File: src/common/cocr_map.svh
// Register map, field positions, reset values and timing figures
`ifndef COCR_MAP_SVH
`define COCR_MAP_SVH
`define COCR_SMB_CMD 8'h3B
`define COCR_I2C_LO 8'h02
`define COCR_I2C_HI 8'h03
`define COCR_RESET 16'h0211
`define COCR_RW_MASK 16'h1EFF
`define COCR_B_RATIO 12
`define COCR_B_BATTERY_CURRENT_MONITOR 11
`define COCR_B_SYSTEM_POWER_MONITOR 10
`define COCR_B_GAIN 9
`define COCR_B_REF 7
`define COCR_B_POL 6
`define COCR_B_DEG_HI 5
`define COCR_B_DEG_LO 4
`define COCR_B_LATCH 3
`define COCR_B_FORCE 2
`define COCR_B_DISCH 1
`define COCR_B_WAKE 0
`define COCR_MCLK_MHZ 250
`define COCR_DEG_SHORT_US 2
`define COCR_DEG_MID_MS 2
`define COCR_DEG_LONG_S 5
`define COCR_DISCH_MS 40
`define COCR_WAKE_DEG_MIN 1
`define COCR_WAKE_MAX_MIN 30
`endif

File: src/common/cocr_pkg.sv
// Types shared by the charger option control block
package cocr_pkg;
  typedef logic [39:0] cocr_count_t;
  typedef enum logic {COCR_WAKE_IDLE, COCR_WAKE_CHARGE} cocr_wake_t;
  typedef struct packed {
    logic level;
    cocr_count_t count;
  } cocr_deg_state_t;
  typedef struct packed {
    logic done;
    cocr_count_t count;
  } cocr_tmr_state_t;
  typedef struct packed {
    logic [15:0] ctrl;
    logic latch;
    logic fet_off;
    logic cmp_out;
    logic adapter_d;
    cocr_wake_t wake;
    logic [15:0] rdata;
    logic ack;
  } cocr_top_state_t;
endpackage : cocr_pkg

File: src/core/cocr_deglitch.sv
// Level filter: output follows input only after it holds for limit cycles
`timescale 1ns/1ps
`default_nettype none
module cocr_deglitch import cocr_pkg::*; (
  input wire logic mclk,
  input wire logic reset,
  input wire logic enable,
  input wire logic sample,
  input wire cocr_count_t limit,
  output logic level
);
  cocr_deg_state_t s_reg;
  cocr_deg_state_t s_next;

  always_comb begin
    s_next = s_reg;
    if (!enable) begin
      s_next = '0;
    end else if (sample == s_reg.level) begin
      s_next.count = '0;
    end else if (s_reg.count + 40'h1 >= limit) begin
      s_next.level = sample;
      s_next.count = '0;
    end else begin
      s_next.count = s_reg.count + 40'h1;
    end
  end

  always_ff @(posedge mclk) begin
    if (reset) begin
      s_reg <= '0;
    end else begin
      s_reg <= s_next;
    end
  end

  assign level = s_reg.level;
endmodule : cocr_deglitch
`default_nettype wire

File: src/core/cocr_timer.sv
// Interval timer: one-cycle done pulse after run has held for limit cycles
`timescale 1ns/1ps
`default_nettype none
module cocr_timer import cocr_pkg::*; (
  input wire logic mclk,
  input wire logic reset,
  input wire logic run,
  input wire cocr_count_t limit,
  output logic done
);
  cocr_tmr_state_t s_reg;
  cocr_tmr_state_t s_next;

  always_comb begin
    s_next = s_reg;
    s_next.done = 1'b0;
    if (!run || s_reg.done) begin
      // Count restarts after each expiry so a re-armed run gets a full span
      s_next.count = '0;
    end else if (s_reg.count + 40'h1 >= limit) begin
      s_next.done = 1'b1;
      s_next.count = '0;
    end else begin
      s_next.count = s_reg.count + 40'h1;
    end
  end

  always_ff @(posedge mclk) begin
    if (reset) begin
      s_reg <= '0;
    end else begin
      s_reg <= s_next;
    end
  end

  assign done = s_reg.done;
endmodule : cocr_timer
`default_nettype wire

File: src/core/cocr_top.sv
// Charger option control register with comparator, discharge and wakeup
`timescale 1ns/1ps
`default_nettype none
`include "cocr_map.svh"
module cocr_top import cocr_pkg::*; #(
  parameter cocr_count_t DEG_MID_CYC =
    40'(64'd`COCR_DEG_MID_MS * 64'd1000 * 64'd`COCR_MCLK_MHZ),
  parameter cocr_count_t DEG_LONG_CYC =
    40'(64'd`COCR_DEG_LONG_S * 64'd1000000 * 64'd`COCR_MCLK_MHZ),
  parameter cocr_count_t DISCH_CYC =
    40'(64'd`COCR_DISCH_MS * 64'd1000 * 64'd`COCR_MCLK_MHZ),
  parameter cocr_count_t WAKE_DEG_CYC =
    40'(64'd`COCR_WAKE_DEG_MIN * 64'd60000000 * 64'd`COCR_MCLK_MHZ),
  parameter cocr_count_t WAKE_MAX_CYC =
    40'(64'd`COCR_WAKE_MAX_MIN * 64'd60000000 * 64'd`COCR_MCLK_MHZ)
) (
  input wire logic mclk,
  input wire logic reset,
  input wire logic bus_is_i2c,
  input wire logic [7:0] reg_addr,
  input wire logic reg_wr,
  input wire logic reg_rd,
  input wire logic [15:0] reg_wdata,
  output logic [15:0] reg_rdata,
  output logic reg_ack,
  input wire logic comparator_input_pin,
  input wire logic adapter_present,
  input wire logic battery_low,
  output logic sense_resistor_ratio,
  output logic battery_current_monitor_en,
  output logic system_power_monitor_en,
  output logic system_power_monitor_gain,
  output logic comparator_reference_select,
  output logic comparator_output_pin,
  output logic power_path_latch_off,
  output logic battery_switch_transistor_off,
  output logic battery_pin_discharge,
  output logic wakeup_charge_en
);
  localparam cocr_count_t DEG_SHORT_CYC =
    40'(64'd`COCR_DEG_SHORT_US * 64'd`COCR_MCLK_MHZ);
  localparam cocr_top_state_t RESET_STATE = '{
    ctrl: `COCR_RESET,
    latch: 1'b0,
    fet_off: 1'b0,
    cmp_out: 1'b1,
    adapter_d: 1'b0,
    wake: COCR_WAKE_IDLE,
    rdata: 16'h0000,
    ack: 1'b0
  };

  // Which part of the word an access reaches: 2'b11 word, 2'b10 high
  // byte, 2'b01 low byte, 2'b00 unmapped
  function automatic logic [1:0] cocr_lanes(input logic i2c,
                                            input logic [7:0] addr);
    logic [1:0] lanes;
    lanes = 2'b00;
    if (!i2c && addr == `COCR_SMB_CMD) begin
      lanes = 2'b11;
    end else if (i2c && addr == `COCR_I2C_HI) begin
      lanes = 2'b10;
    end else if (i2c && addr == `COCR_I2C_LO) begin
      lanes = 2'b01;
    end
    return lanes;
  endfunction : cocr_lanes

  cocr_top_state_t s_reg;
  cocr_top_state_t s_next;
  logic [1:0] lanes;
  logic wr_hit;
  logic rd_hit;
  logic [15:0] wr_word;
  logic [15:0] wr_mask;
  logic adapter_plug;
  logic [1:0] deg_sel;
  cocr_count_t cmp_limit;
  logic cmp_above;
  logic disch_done;
  logic wake_done;
  logic batt_recovered;

  assign lanes = cocr_lanes(bus_is_i2c, reg_addr);
  assign wr_hit = reg_wr && (lanes != 2'b00);
  assign rd_hit = reg_rd && !reg_wr && (lanes != 2'b00);
  assign adapter_plug = adapter_present && !s_reg.adapter_d;
  assign deg_sel = s_reg.ctrl[`COCR_B_DEG_HI:`COCR_B_DEG_LO];

  // Byte accesses carry their data in the low byte of reg_wdata
  always_comb begin
    wr_word = reg_wdata;
    wr_mask = 16'h0000;
    unique case (lanes)
      2'b11: wr_mask = `COCR_RW_MASK;
      2'b10: begin
        wr_word = {reg_wdata[7:0], 8'h00};
        wr_mask = `COCR_RW_MASK & 16'hFF00;
      end
      2'b01: wr_mask = `COCR_RW_MASK & 16'h00FF;
      2'b00: wr_mask = 16'h0000;
    endcase
  end

  always_comb begin
    unique case (deg_sel)
      2'b01: cmp_limit = DEG_SHORT_CYC;
      2'b10: cmp_limit = DEG_MID_CYC;
      2'b11: cmp_limit = DEG_LONG_CYC;
      2'b00: cmp_limit = DEG_SHORT_CYC;
    endcase
  end

  // Filter is held clear while the comparator is disabled
  cocr_deglitch u_cmp_filter (
    .mclk(mclk),
    .reset(reset),
    .enable(deg_sel != 2'b00),
    .sample(comparator_input_pin),
    .limit(cmp_limit),
    .level(cmp_above)
  );

  cocr_timer u_disch_timer (
    .mclk(mclk),
    .reset(reset),
    .run(s_reg.ctrl[`COCR_B_DISCH]),
    .limit(DISCH_CYC),
    .done(disch_done)
  );

  cocr_timer u_wake_timer (
    .mclk(mclk),
    .reset(reset),
    .run(s_reg.wake == COCR_WAKE_CHARGE),
    .limit(WAKE_MAX_CYC),
    .done(wake_done)
  );

  cocr_deglitch u_wake_filter (
    .mclk(mclk),
    .reset(reset),
    .enable(s_reg.wake == COCR_WAKE_CHARGE),
    .sample(!battery_low),
    .limit(WAKE_DEG_CYC),
    .level(batt_recovered)
  );

  always_comb begin
    s_next = s_reg;
    s_next.ack = wr_hit || rd_hit;
    s_next.adapter_d = adapter_present;
    // Hardware clears come first so a host write in the same cycle wins
    if (adapter_plug) begin
      s_next.ctrl[`COCR_B_FORCE] = 1'b0;
    end
    if (disch_done) begin
      s_next.ctrl[`COCR_B_DISCH] = 1'b0;
    end
    if (wake_done) begin
      s_next.ctrl[`COCR_B_WAKE] = 1'b0;
    end
    if (wr_hit) begin
      s_next.ctrl = (s_next.ctrl & ~wr_mask) | (wr_word & wr_mask);
    end
    if (rd_hit) begin
      unique case (lanes)
        2'b10: s_next.rdata = {8'h00, s_reg.ctrl[15:8]};
        2'b01: s_next.rdata = {8'h00, s_reg.ctrl[7:0]};
        default: s_next.rdata = s_reg.ctrl;
      endcase
    end
    // Latch has no clear path: only the power-on reset releases it
    if (cmp_above && s_reg.ctrl[`COCR_B_LATCH]) begin
      s_next.latch = 1'b1;
    end
    s_next.fet_off = s_next.ctrl[`COCR_B_FORCE] || s_next.latch;
    s_next.cmp_out = s_reg.ctrl[`COCR_B_POL] ? cmp_above
                                               : !cmp_above;
    unique case (s_reg.wake)
      COCR_WAKE_IDLE: begin
        if (s_reg.ctrl[`COCR_B_WAKE] && battery_low) begin
          s_next.wake = COCR_WAKE_CHARGE;
        end
      end
      COCR_WAKE_CHARGE: begin
        if (!s_reg.ctrl[`COCR_B_WAKE] || wake_done || batt_recovered) begin
          s_next.wake = COCR_WAKE_IDLE;
        end
      end
    endcase
  end

  always_ff @(posedge mclk) begin
    if (reset) begin
      s_reg <= RESET_STATE;
    end else begin
      s_reg <= s_next;
    end
  end

  assign reg_rdata = s_reg.rdata;
  assign reg_ack = s_reg.ack;
  assign sense_resistor_ratio = s_reg.ctrl[`COCR_B_RATIO];
  assign battery_current_monitor_en = s_reg.ctrl[`COCR_B_BATTERY_CURRENT_MONITOR];
  assign system_power_monitor_en = s_reg.ctrl[`COCR_B_SYSTEM_POWER_MONITOR];
  assign system_power_monitor_gain = s_reg.ctrl[`COCR_B_GAIN];
  assign comparator_reference_select = s_reg.ctrl[`COCR_B_REF];
  assign comparator_output_pin = s_reg.cmp_out;
  assign power_path_latch_off = s_reg.latch;
  assign battery_switch_transistor_off = s_reg.fet_off;
  assign battery_pin_discharge = s_reg.ctrl[`COCR_B_DISCH];
  assign wakeup_charge_en = s_reg.wake == COCR_WAKE_CHARGE;

  property p_word_write;
    @(posedge mclk) disable iff (reset)
      reg_wr && !bus_is_i2c && reg_addr == `COCR_SMB_CMD |=>
        reg_ack && sense_resistor_ratio == $past(reg_wdata[12]) &&
        system_power_monitor_gain == $past(reg_wdata[9]);
  endproperty
  a_word_write: assert property (p_word_write)
    else $error("word write did not reach control outputs");

  property p_low_byte_keeps_high;
    @(posedge mclk) disable iff (reset)
      reg_wr && bus_is_i2c && reg_addr == `COCR_I2C_LO |=>
        $stable(battery_current_monitor_en) &&
        $stable(system_power_monitor_en);
  endproperty
  a_low_byte_keeps_high: assert property (p_low_byte_keeps_high)
    else $error("low byte write disturbed high byte");

  property p_reserved_zero;
    @(posedge mclk) disable iff (reset)
      reg_ack |-> reg_rdata[15:13] == 3'h0 && reg_rdata[8] == 1'b0;
  endproperty
  a_reserved_zero: assert property (p_reserved_zero)
    else $error("reserved bits read non-zero");

  property p_high_byte_monitor;
    @(posedge mclk) disable iff (reset)
      reg_wr && bus_is_i2c && reg_addr == `COCR_I2C_HI |=>
        battery_current_monitor_en == $past(reg_wdata[3]) &&
        system_power_monitor_en == $past(reg_wdata[2]);
  endproperty
  a_high_byte_monitor: assert property (p_high_byte_monitor)
    else $error("high byte write did not set monitor enables");

  property p_polarity;
    @(posedge mclk) disable iff (reset)
      deg_sel != 2'b00 && cmp_above ##1 $stable(s_reg.ctrl[`COCR_B_POL]) |->
        comparator_output_pin == s_reg.ctrl[`COCR_B_POL];
  endproperty
  a_polarity: assert property (p_polarity)
    else $error("comparator output polarity wrong");

  property p_disabled_quiet;
    @(posedge mclk) disable iff (reset)
      deg_sel == 2'b00 ##1 deg_sel == 2'b00 |-> !cmp_above;
  endproperty
  a_disabled_quiet: assert property (p_disabled_quiet)
    else $error("disabled comparator reported a trip");

  property p_latch_on_trip;
    @(posedge mclk) disable iff (reset)
      cmp_above && s_reg.ctrl[`COCR_B_LATCH] |=>
        power_path_latch_off ##1 battery_switch_transistor_off;
  endproperty
  a_latch_on_trip: assert property (p_latch_on_trip)
    else $error("trip did not latch the power path off");

  property p_latch_holds;
    @(posedge mclk) disable iff (reset)
      power_path_latch_off |=> power_path_latch_off;
  endproperty
  a_latch_holds: assert property (p_latch_holds)
    else $error("power path latch released without reset");

  property p_plug_clears_force;
    @(posedge mclk) disable iff (reset)
      adapter_plug && !reg_wr |=> !s_reg.ctrl[`COCR_B_FORCE];
  endproperty
  a_plug_clears_force: assert property (p_plug_clears_force)
    else $error("adapter plug-in did not clear force bit");

  property p_disch_clear;
    @(posedge mclk) disable iff (reset)
      disch_done && !reg_wr |=> !battery_pin_discharge;
  endproperty
  a_disch_clear: assert property (p_disch_clear)
    else $error("discharge bit not cleared at interval end");

  property p_wake_start;
    @(posedge mclk) disable iff (reset)
      s_reg.wake == COCR_WAKE_IDLE && s_reg.ctrl[`COCR_B_WAKE] &&
        battery_low |=> wakeup_charge_en;
  endproperty
  a_wake_start: assert property (p_wake_start)
    else $error("wakeup charge did not start");

  property p_wake_expiry;
    @(posedge mclk) disable iff (reset)
      wake_done && !reg_wr |=> !wakeup_charge_en &&
        !s_reg.ctrl[`COCR_B_WAKE];
  endproperty
  a_wake_expiry: assert property (p_wake_expiry)
    else $error("wakeup expiry did not stop charge and clear bit");

  property p_disch_start;
    @(posedge mclk) disable iff (reset)
      reg_wr && !bus_is_i2c && reg_addr == `COCR_SMB_CMD &&
        reg_wdata[`COCR_B_DISCH] |=> battery_pin_discharge;
  endproperty
  a_disch_start: assert property (p_disch_start)
    else $error("discharge write did not start discharge");

  property p_wake_recover;
    @(posedge mclk) disable iff (reset)
      wakeup_charge_en && batt_recovered |=> !wakeup_charge_en;
  endproperty
  a_wake_recover: assert property (p_wake_recover)
    else $error("wakeup charge ran on after recovery");
endmodule : cocr_top
`default_nettype wire

File: config.mk
export PLATFORM = sky130hd
export DESIGN_NAME = cocr_top
export DESIGN_NICKNAME = d
export VERILOG_FILES = /design/src/common/cocr_pkg.sv /design/src/core/cocr_deglitch.sv /design/src/core/cocr_timer.sv /design/src/core/cocr_top.sv
export VERILOG_INCLUDE_DIRS = /design/src /design/src/common
export SDC_FILE = /design/constraint.sdc
export NUM_CORES = 1
export LEC_CHECK = 0
export BUFFER_PORTS_ARGS = -buffer_cell sky130_fd_sc_hd__buf_2
export CORE_MARGIN = 5
export CORE_UTILIZATION = 65
export CTS_CLUSTER_SIZE = 28
export DETAILED_ROUTE_END_ITERATION = 10
export GPL_TIMING_DRIVEN = 0
export PLACE_DENSITY = 0.84
export SLEW_MARGIN = 15
export SYNTH_ARGS = -nofsm -noshare
export SYNTH_HDL_FRONTEND = slang
export SYNTH_HIERARCHICAL = 1
export SYNTH_SLANG_ARGS = --single-unit
File: constraint.sdc
create_clock -name mclk -period 7.5 [get_ports mclk]
set_input_delay 0.75 -clock mclk [delete_from_list [all_inputs] [get_ports mclk]]
set_output_delay 0.75 -clock mclk [all_outputs]
set_load 0.01 [all_outputs]
After elaboration in Yosys (flattened, before gate mapping) --
Index checks and enable logic that the tools add are counted.
Operators by class: bitwise operators 8, order comparisons 4, reduce and logical (&&, ||, !) cells 38, add/subtract/negate cells 4, eq/ne operators 11, muxes and demuxes 18
Operators with widths (count):
- $add 40x1->40 const B | 4
- $pmux 40 s3 | 1
- $pmux 16 s4 | 1
- $ge 40x24->1 const B | 1
- $ge 40x34->1 const B | 1
- $ge 40x39->1 const B | 1
- $ge 40x40->1 | 1
- $and 16x16->16 | 2
- $pmux 16 s2 | 1
- $eq 8x2->1 const B | 2
- $mux 16 | 1
- $not 16->16 | 1
- $or 16x16->16 | 1
- $mux 1 | 10
- $reduce_or 2->1 | 5
- $logic_and 1x1->1 | 9
- $eq 2x2->1 const B | 4
- $eq 8x6->1 const B | 1
- $logic_not 1->1 | 8
- $reduce_or 4->1 | 2
- $logic_or 1x1->1 | 6
- $reduce_or 3->1 | 2
- $eq 2x1->1 const B | 2
- $logic_not 2->1 | 2
- 7 further kinds | 14
Storage, ports and cells: register bits 202, input port bits 32, word-level logic and storage cells 100

Longest topological paths before layout --
depth after elaboration 12, gate-level depth with buffers 16, depth with buffers taken out 15

By module --
Netlist, hierarchy kept.
Modules (own cells, without submodules):
- cocr_timer | area an instance 2882.8 µm², cells an instance 342, seq. area each 820.8 µm², times used 2
- cocr_deglitch | area an instance 2871.5 µm², cells an instance 339, seq. area each 820.8 µm², times used 2
- cocr_top | area an instance 1514.0 µm², cells an instance 178, seq. area each 600.6 µm², times used 1

Least setup slack after synthesis --
No wires, ideal clock.
path kind reg2reg, start point register u_disch_timer/s_reg[14] (netlist name), end point register u_disch_timer/s_reg[15] (netlist name), data required time 7434 ps, buffers on the path 2, cell stages (with the launch flop) 15, setup time 66 ps, period minus slack after synthesis 3524 ps, arrival time 3457 ps, slack 3976 ps, path through dfxtp_1 > and4_4 > nand4_4 > or4_4 > buf_6 > nor3_2 > xor2_1 > ha_1 > a21oi_1 > o21ai_0 > a221oi_1 > o211ai_1 > or4b_1 > clkbuf_1 > nor2b_1
On the way: word-level cells in the longest chain between the ends 3
Ends and longest elaborated chain:
- start: declaration | line cocr_timer.sv:11 | cocr_tmr_state_t s_reg;
- start signal: assignment | line cocr_timer.sv:32 | s_reg <= s_next;
- $add 40x1->40 * | line cocr_timer.sv:20, cocr_timer.sv:24
- $ge 40x24->1 | line cocr_timer.sv:20 | end else if (s_reg.count + 40'h1 >= limit) begin
- $reduce_or 3->1 (no line)
Mark *: on every way between the ends. The rest lies on a longest branch, timed or not. A chain may end at the register's enable or synchronous reset.

Worst setup path after layout --
start point register u_disch_timer/s_reg[9] (netlist name), end point register u_disch_timer/s_reg[23] (netlist name)
Same word-level chain as after synthesis.

==> impl.org <==
** Status
- The flow ran to the end, and the final reports show no timing, DRC or antenna violations.

** Yosys
- Fraction of the yosys area taken by sequential cells :: 0.298
- In the synthesized netlist, the number of instances is 1540.
- In the synthesized netlist the dominant register cell turns out to be sky130_fd_sc_hd__dfxtp_1.
- Combined area of all synthesized cells :: ~13000 µm²
- Fraction of registers with async set or reset after synthesis :: 0
- Number of warnings reported in the yosys synthesis log :: 6
- Number of flops mapped to enable cells by yosys :: 0
- In the synthesized netlist, the cells that appear most often are sky130_fd_sc_hd__dfxtp_1, sky130_fd_sc_hd__inv_1, sky130_fd_sc_hd__ha_1.
- Avg Synthesized Cell Area :: 8.46 µm²
- Flip-flop and latch count after synthesis :: a little under 200
- Fraction of synthesized cell area taken by the top area cell type :: 0.298
- Most frequently used cell type in the post-synthesis netlist :: sky130_fd_sc_hd__dfxtp_1
- Largest area contributor in the netlist :: sky130_fd_sc_hd__dfxtp_1
- Netlist cell types :: 66
- In the post-synthesis netlist, the biggest area contributors are sky130_fd_sc_hd__dfxtp_1, sky130_fd_sc_hd__ha_1, sky130_fd_sc_hd__nor2b_1, sky130_fd_sc_hd__xnor2_1, sky130_fd_sc_hd__inv_1.

** Critical path
- For the worst flop-to-flop path, the logic depth is 13.
- The critical path is of the reg -> reg type.
- Crit path capture :: u_disch_timer/s_reg[23]
- Data on the critical path is required at its endpoint by a little under 8 ns.
- Crit Path Max Fanout :: 10
- The worst setup path is captured at a flip-flop.
- In this run the critical register-to-register path is launched from u_disch_timer/s_reg[9].
- Across all register-to-register paths, the minimum setup slack is 2.97 ns.
- STA classifies the critical path startpoint as a flip-flop.
- For the worst setup path, the data arrival time is 4.83 ns.
- Crit path from :: u_disch_timer/s_reg[9]
- List of cells traversed by the critical path :: and3_1 > nand3_1 > nor4_1 > nand4_1 > xnor2_1 > ha_1 > nand4_1 > nor4_1 > nand3_1 > a311o_1 > or4b_1 > clkbuf_1 > nor2b_1
- Critical path's slowest cell :: sky130_fd_sc_hd__nor4_1
- Slowest cell delay on critical path :: 0.96 ns
- The worst register-to-register path ends at u_disch_timer/s_reg[23].

** GRT
- The first global-routing pass estimated 46800 µm of wire.
- Entering global routing, the biggest net connects 18 pins.
- Total gr overflow :: 0
- Initial antenna violation count :: 2
- Via count of the first global-routing pass :: 10500
- In the global route stage, overall resource usage came out at 0.249.

** STA
- The max-slew violation total from the final report was 0.
- Headroom to the max-slew limit came out at 0.297.
- Fmax :: 221 MHz
- Shortest period the worst path allows :: 4.53 ns
- The clock arrives with 0.0144 ns of skew.
- Setup TNS Final :: 0 ns
- Final Hold Violating Endpoints :: 0
- Setup violations remaining at the end of the flow were counted as 0.
- After layout, the worst setup slack is approximately 3 ns.
- Slew at the pin closest to its max-slew limit :: 1.04 ns
- Share of the clock period used by the worst path :: 0.604
- Setup repair after global routing left no endpoint under its margin.

** Clock tree
- Number of buffers added for setup after CTS :: 0
- TritonCTS sink count :: 194
- No sink is reached through more buffers than the 2 on the longest clock path.
- After clock tree synthesis, the clock-pin slew on the worst setup and hold paths is 0.07 ns.
- Number of clock buffers inserted by TritonCTS :: 17
- At the later pin of the worst-skew pair, clock insertion delay measures 0.44 ns.
- After clock tree synthesis, the flow added hold-fix buffers numbering 0.
- The tree is rooted in a sky130_fd_sc_hd__clkbuf_16.
- Number of H-tree branching levels :: 4
- TritonCTS built the clock tree.
- Gates resized during post-CTS repair numbered 0.

** Power
- Leakage dissipation :: 6.80 nW
- Total power per unit cell area :: 145 nW/µm²
- VDD sags by at most 0.000155 V.

** Hold path
- The tightest min-delay check is of the reg -> reg type.

** Routing
- The final layout contains routed wiring with a total length of 27700 µm.
- Post-detailed-route count of antenna-violating nets :: 0
- Avg WL per Cell :: 13.7 µm
- Detailed-route via count :: 10600
- Vias per cell :: 5.23
- In this run, the number of DRC markers left after iteration 0 of detailed routing was 411.
- Drc violations :: 0
- The pre-antenna-repair detailed-routing pass consisted of 6 iterations.

** Die
- Effective utilization at floorplan :: 0.665
- Floorplan row count :: 51
- Die area :: approximately 23000 µm²
- The die is 152 µm tall.
- In this run the standard cell core region covers 19600 µm².
- Die Span X :: approximately 150 µm
- Pin placement for this block handled 59 I/O pins.

** Finish
- Of the cells placed in the final design, the portion with a size suffix greater than 1 is 0.0884.
- Fillcell total :: between 1000 and 1500
- The finished layout holds a little over 2000 standard cells, fillers aside.
- From synthesis to final layout, the design area changed by 13.5%.
- Layout Nets :: 1952
- Count of inserted antenna diode cells :: 0

** Place
- During placement, the flow inserted port buffers numbering 50.
- Routability cong. :: 0.846
- In this run, placement finished with an instance count of 1998.
- Detail Placement HPWL :: ~22000 µm
- Worst setup slack after placement :: 3.05 ns

** Flow run
- Max-cap violations in this run came to 0.
## critical path: cells and delay by family (launching register included)
kind                     cells  cell delay, ns
XOR/XNOR                     1            0.19
buffers and inverters        1            0.42
AND/OR/NAND/NOR              9            2.76
AO/OA/AOI/OAI                1            0.32
adder cells (fa/ha/maj)      1            0.32
flip-flops                   1            0.38
## layer usage
metal | routed length [µm] | part of all wire | vias to the layer above | GRT usage
li1 | - | - | 5479 | -
met1 | 12100 | 0.44 | 4942 | 0.296
met2 | 14000 | 0.50 | 156 | 0.456
met3 | 1060 | 0.038 | 43 | 0.0449
met4 | 562 | 0.020 | 4 | 0.0755
met5 | 33 | 0.0012 | - | 0
## placed cells by master, fill, tap and decap left out, types with 19 or more instances in the layout
master and instances:
sky130_fd_sc_hd__xor2_1 65, sky130_fd_sc_hd__xnor2_1 86, sky130_fd_sc_hd__nand2_1 103, sky130_fd_sc_hd__nor3_1 19, sky130_fd_sc_hd__clkbuf_1 30, sky130_fd_sc_hd__nand3_1 72, sky130_fd_sc_hd__a21oi_1 74, sky130_fd_sc_hd__nand4_1 57
sky130_fd_sc_hd__dfxtp_1 194, sky130_fd_sc_hd__nor2b_1 157, sky130_fd_sc_hd__o21ai_0 20, sky130_fd_sc_hd__ha_1 168, sky130_fd_sc_hd__buf_2 51, sky130_fd_sc_hd__conb_1 145, sky130_fd_sc_hd__and3_1 24, sky130_fd_sc_hd__inv_1 187
sky130_fd_sc_hd__nor2_1 80
## where the power goes
part,switching (W),internal (W)
combinational,0.0000739,0.0000410
clock,0.000418,0.000575
sequential,0.00000219,0.00103
total,0.000494,0.00165
## through the flow
| stage | util | hold WS (ns) | instance area, µm² | total power (W) |
|---|---|---|---|---|
| after floorplan | - | 0.432 | 13600 | 0.00114 |
| after CTS | 0.755 | 0.458 | 14800 | 0.00215 |
| after global placement | 0.722 | 0.439 | 14100 | 0.00116 |
| after global routing | 0.755 | 0.489 | 14800 | 0.00222 |
| final | 0.755 | 0.459 | 14800 | 0.00214 |
| after detailed placement | 0.722 | 0.450 | 14100 | 0.00117 |
## cell families (layout without fill, tap and decap cells)
logic type | count (synthesis) | after routing | share of synthesized area
AOI/OAI and AO/OA | 159 | 159 | 0.0799
other | 2 | 145 | 0.000577
buffers and inverters | 238 | 320 | 0.0759
muxes | 5 | 5 | 0.00384
xor gates and xnor gates | 155 | 155 | 0.107
DFF | 194 | 194 | 0.298
and+or+nand+nor | 619 | 619 | 0.274
adders and majority gates | 168 | 168 | 0.161
## area by class of cell
cell class	count	area, µm²	area share
buffer	51	287	0.0194
multi-input combinational	1251	8690	0.588
clock inverter	13	200	0.0135
timing repair buffer	50	250	0.0169
clock buffer	19	443	0.0300
sequential	194	3880	0.263
tap	265	332	0.0224
inverter	187	702	0.0475
## how the worst min path moves through the flow
stage	cells past startpoint	endpoint	startpoint
6_report	2	reg_rdata[10]	reg_rdata[10]
5_1_grt	2	reg_rdata[11]	reg_rdata[11]
4_1_cts	2	reg_rdata[10]	reg_rdata[10]
3_5_place_dp	2	reg_rdata[10]	reg_rdata[10]
3_3_place_gp	2	reg_rdata[10]	reg_rdata[10]
2_1_floorplan	2	reg_rdata[0]	reg_rdata[0]
Note: power is estimated with default switching activity, not from simulation.
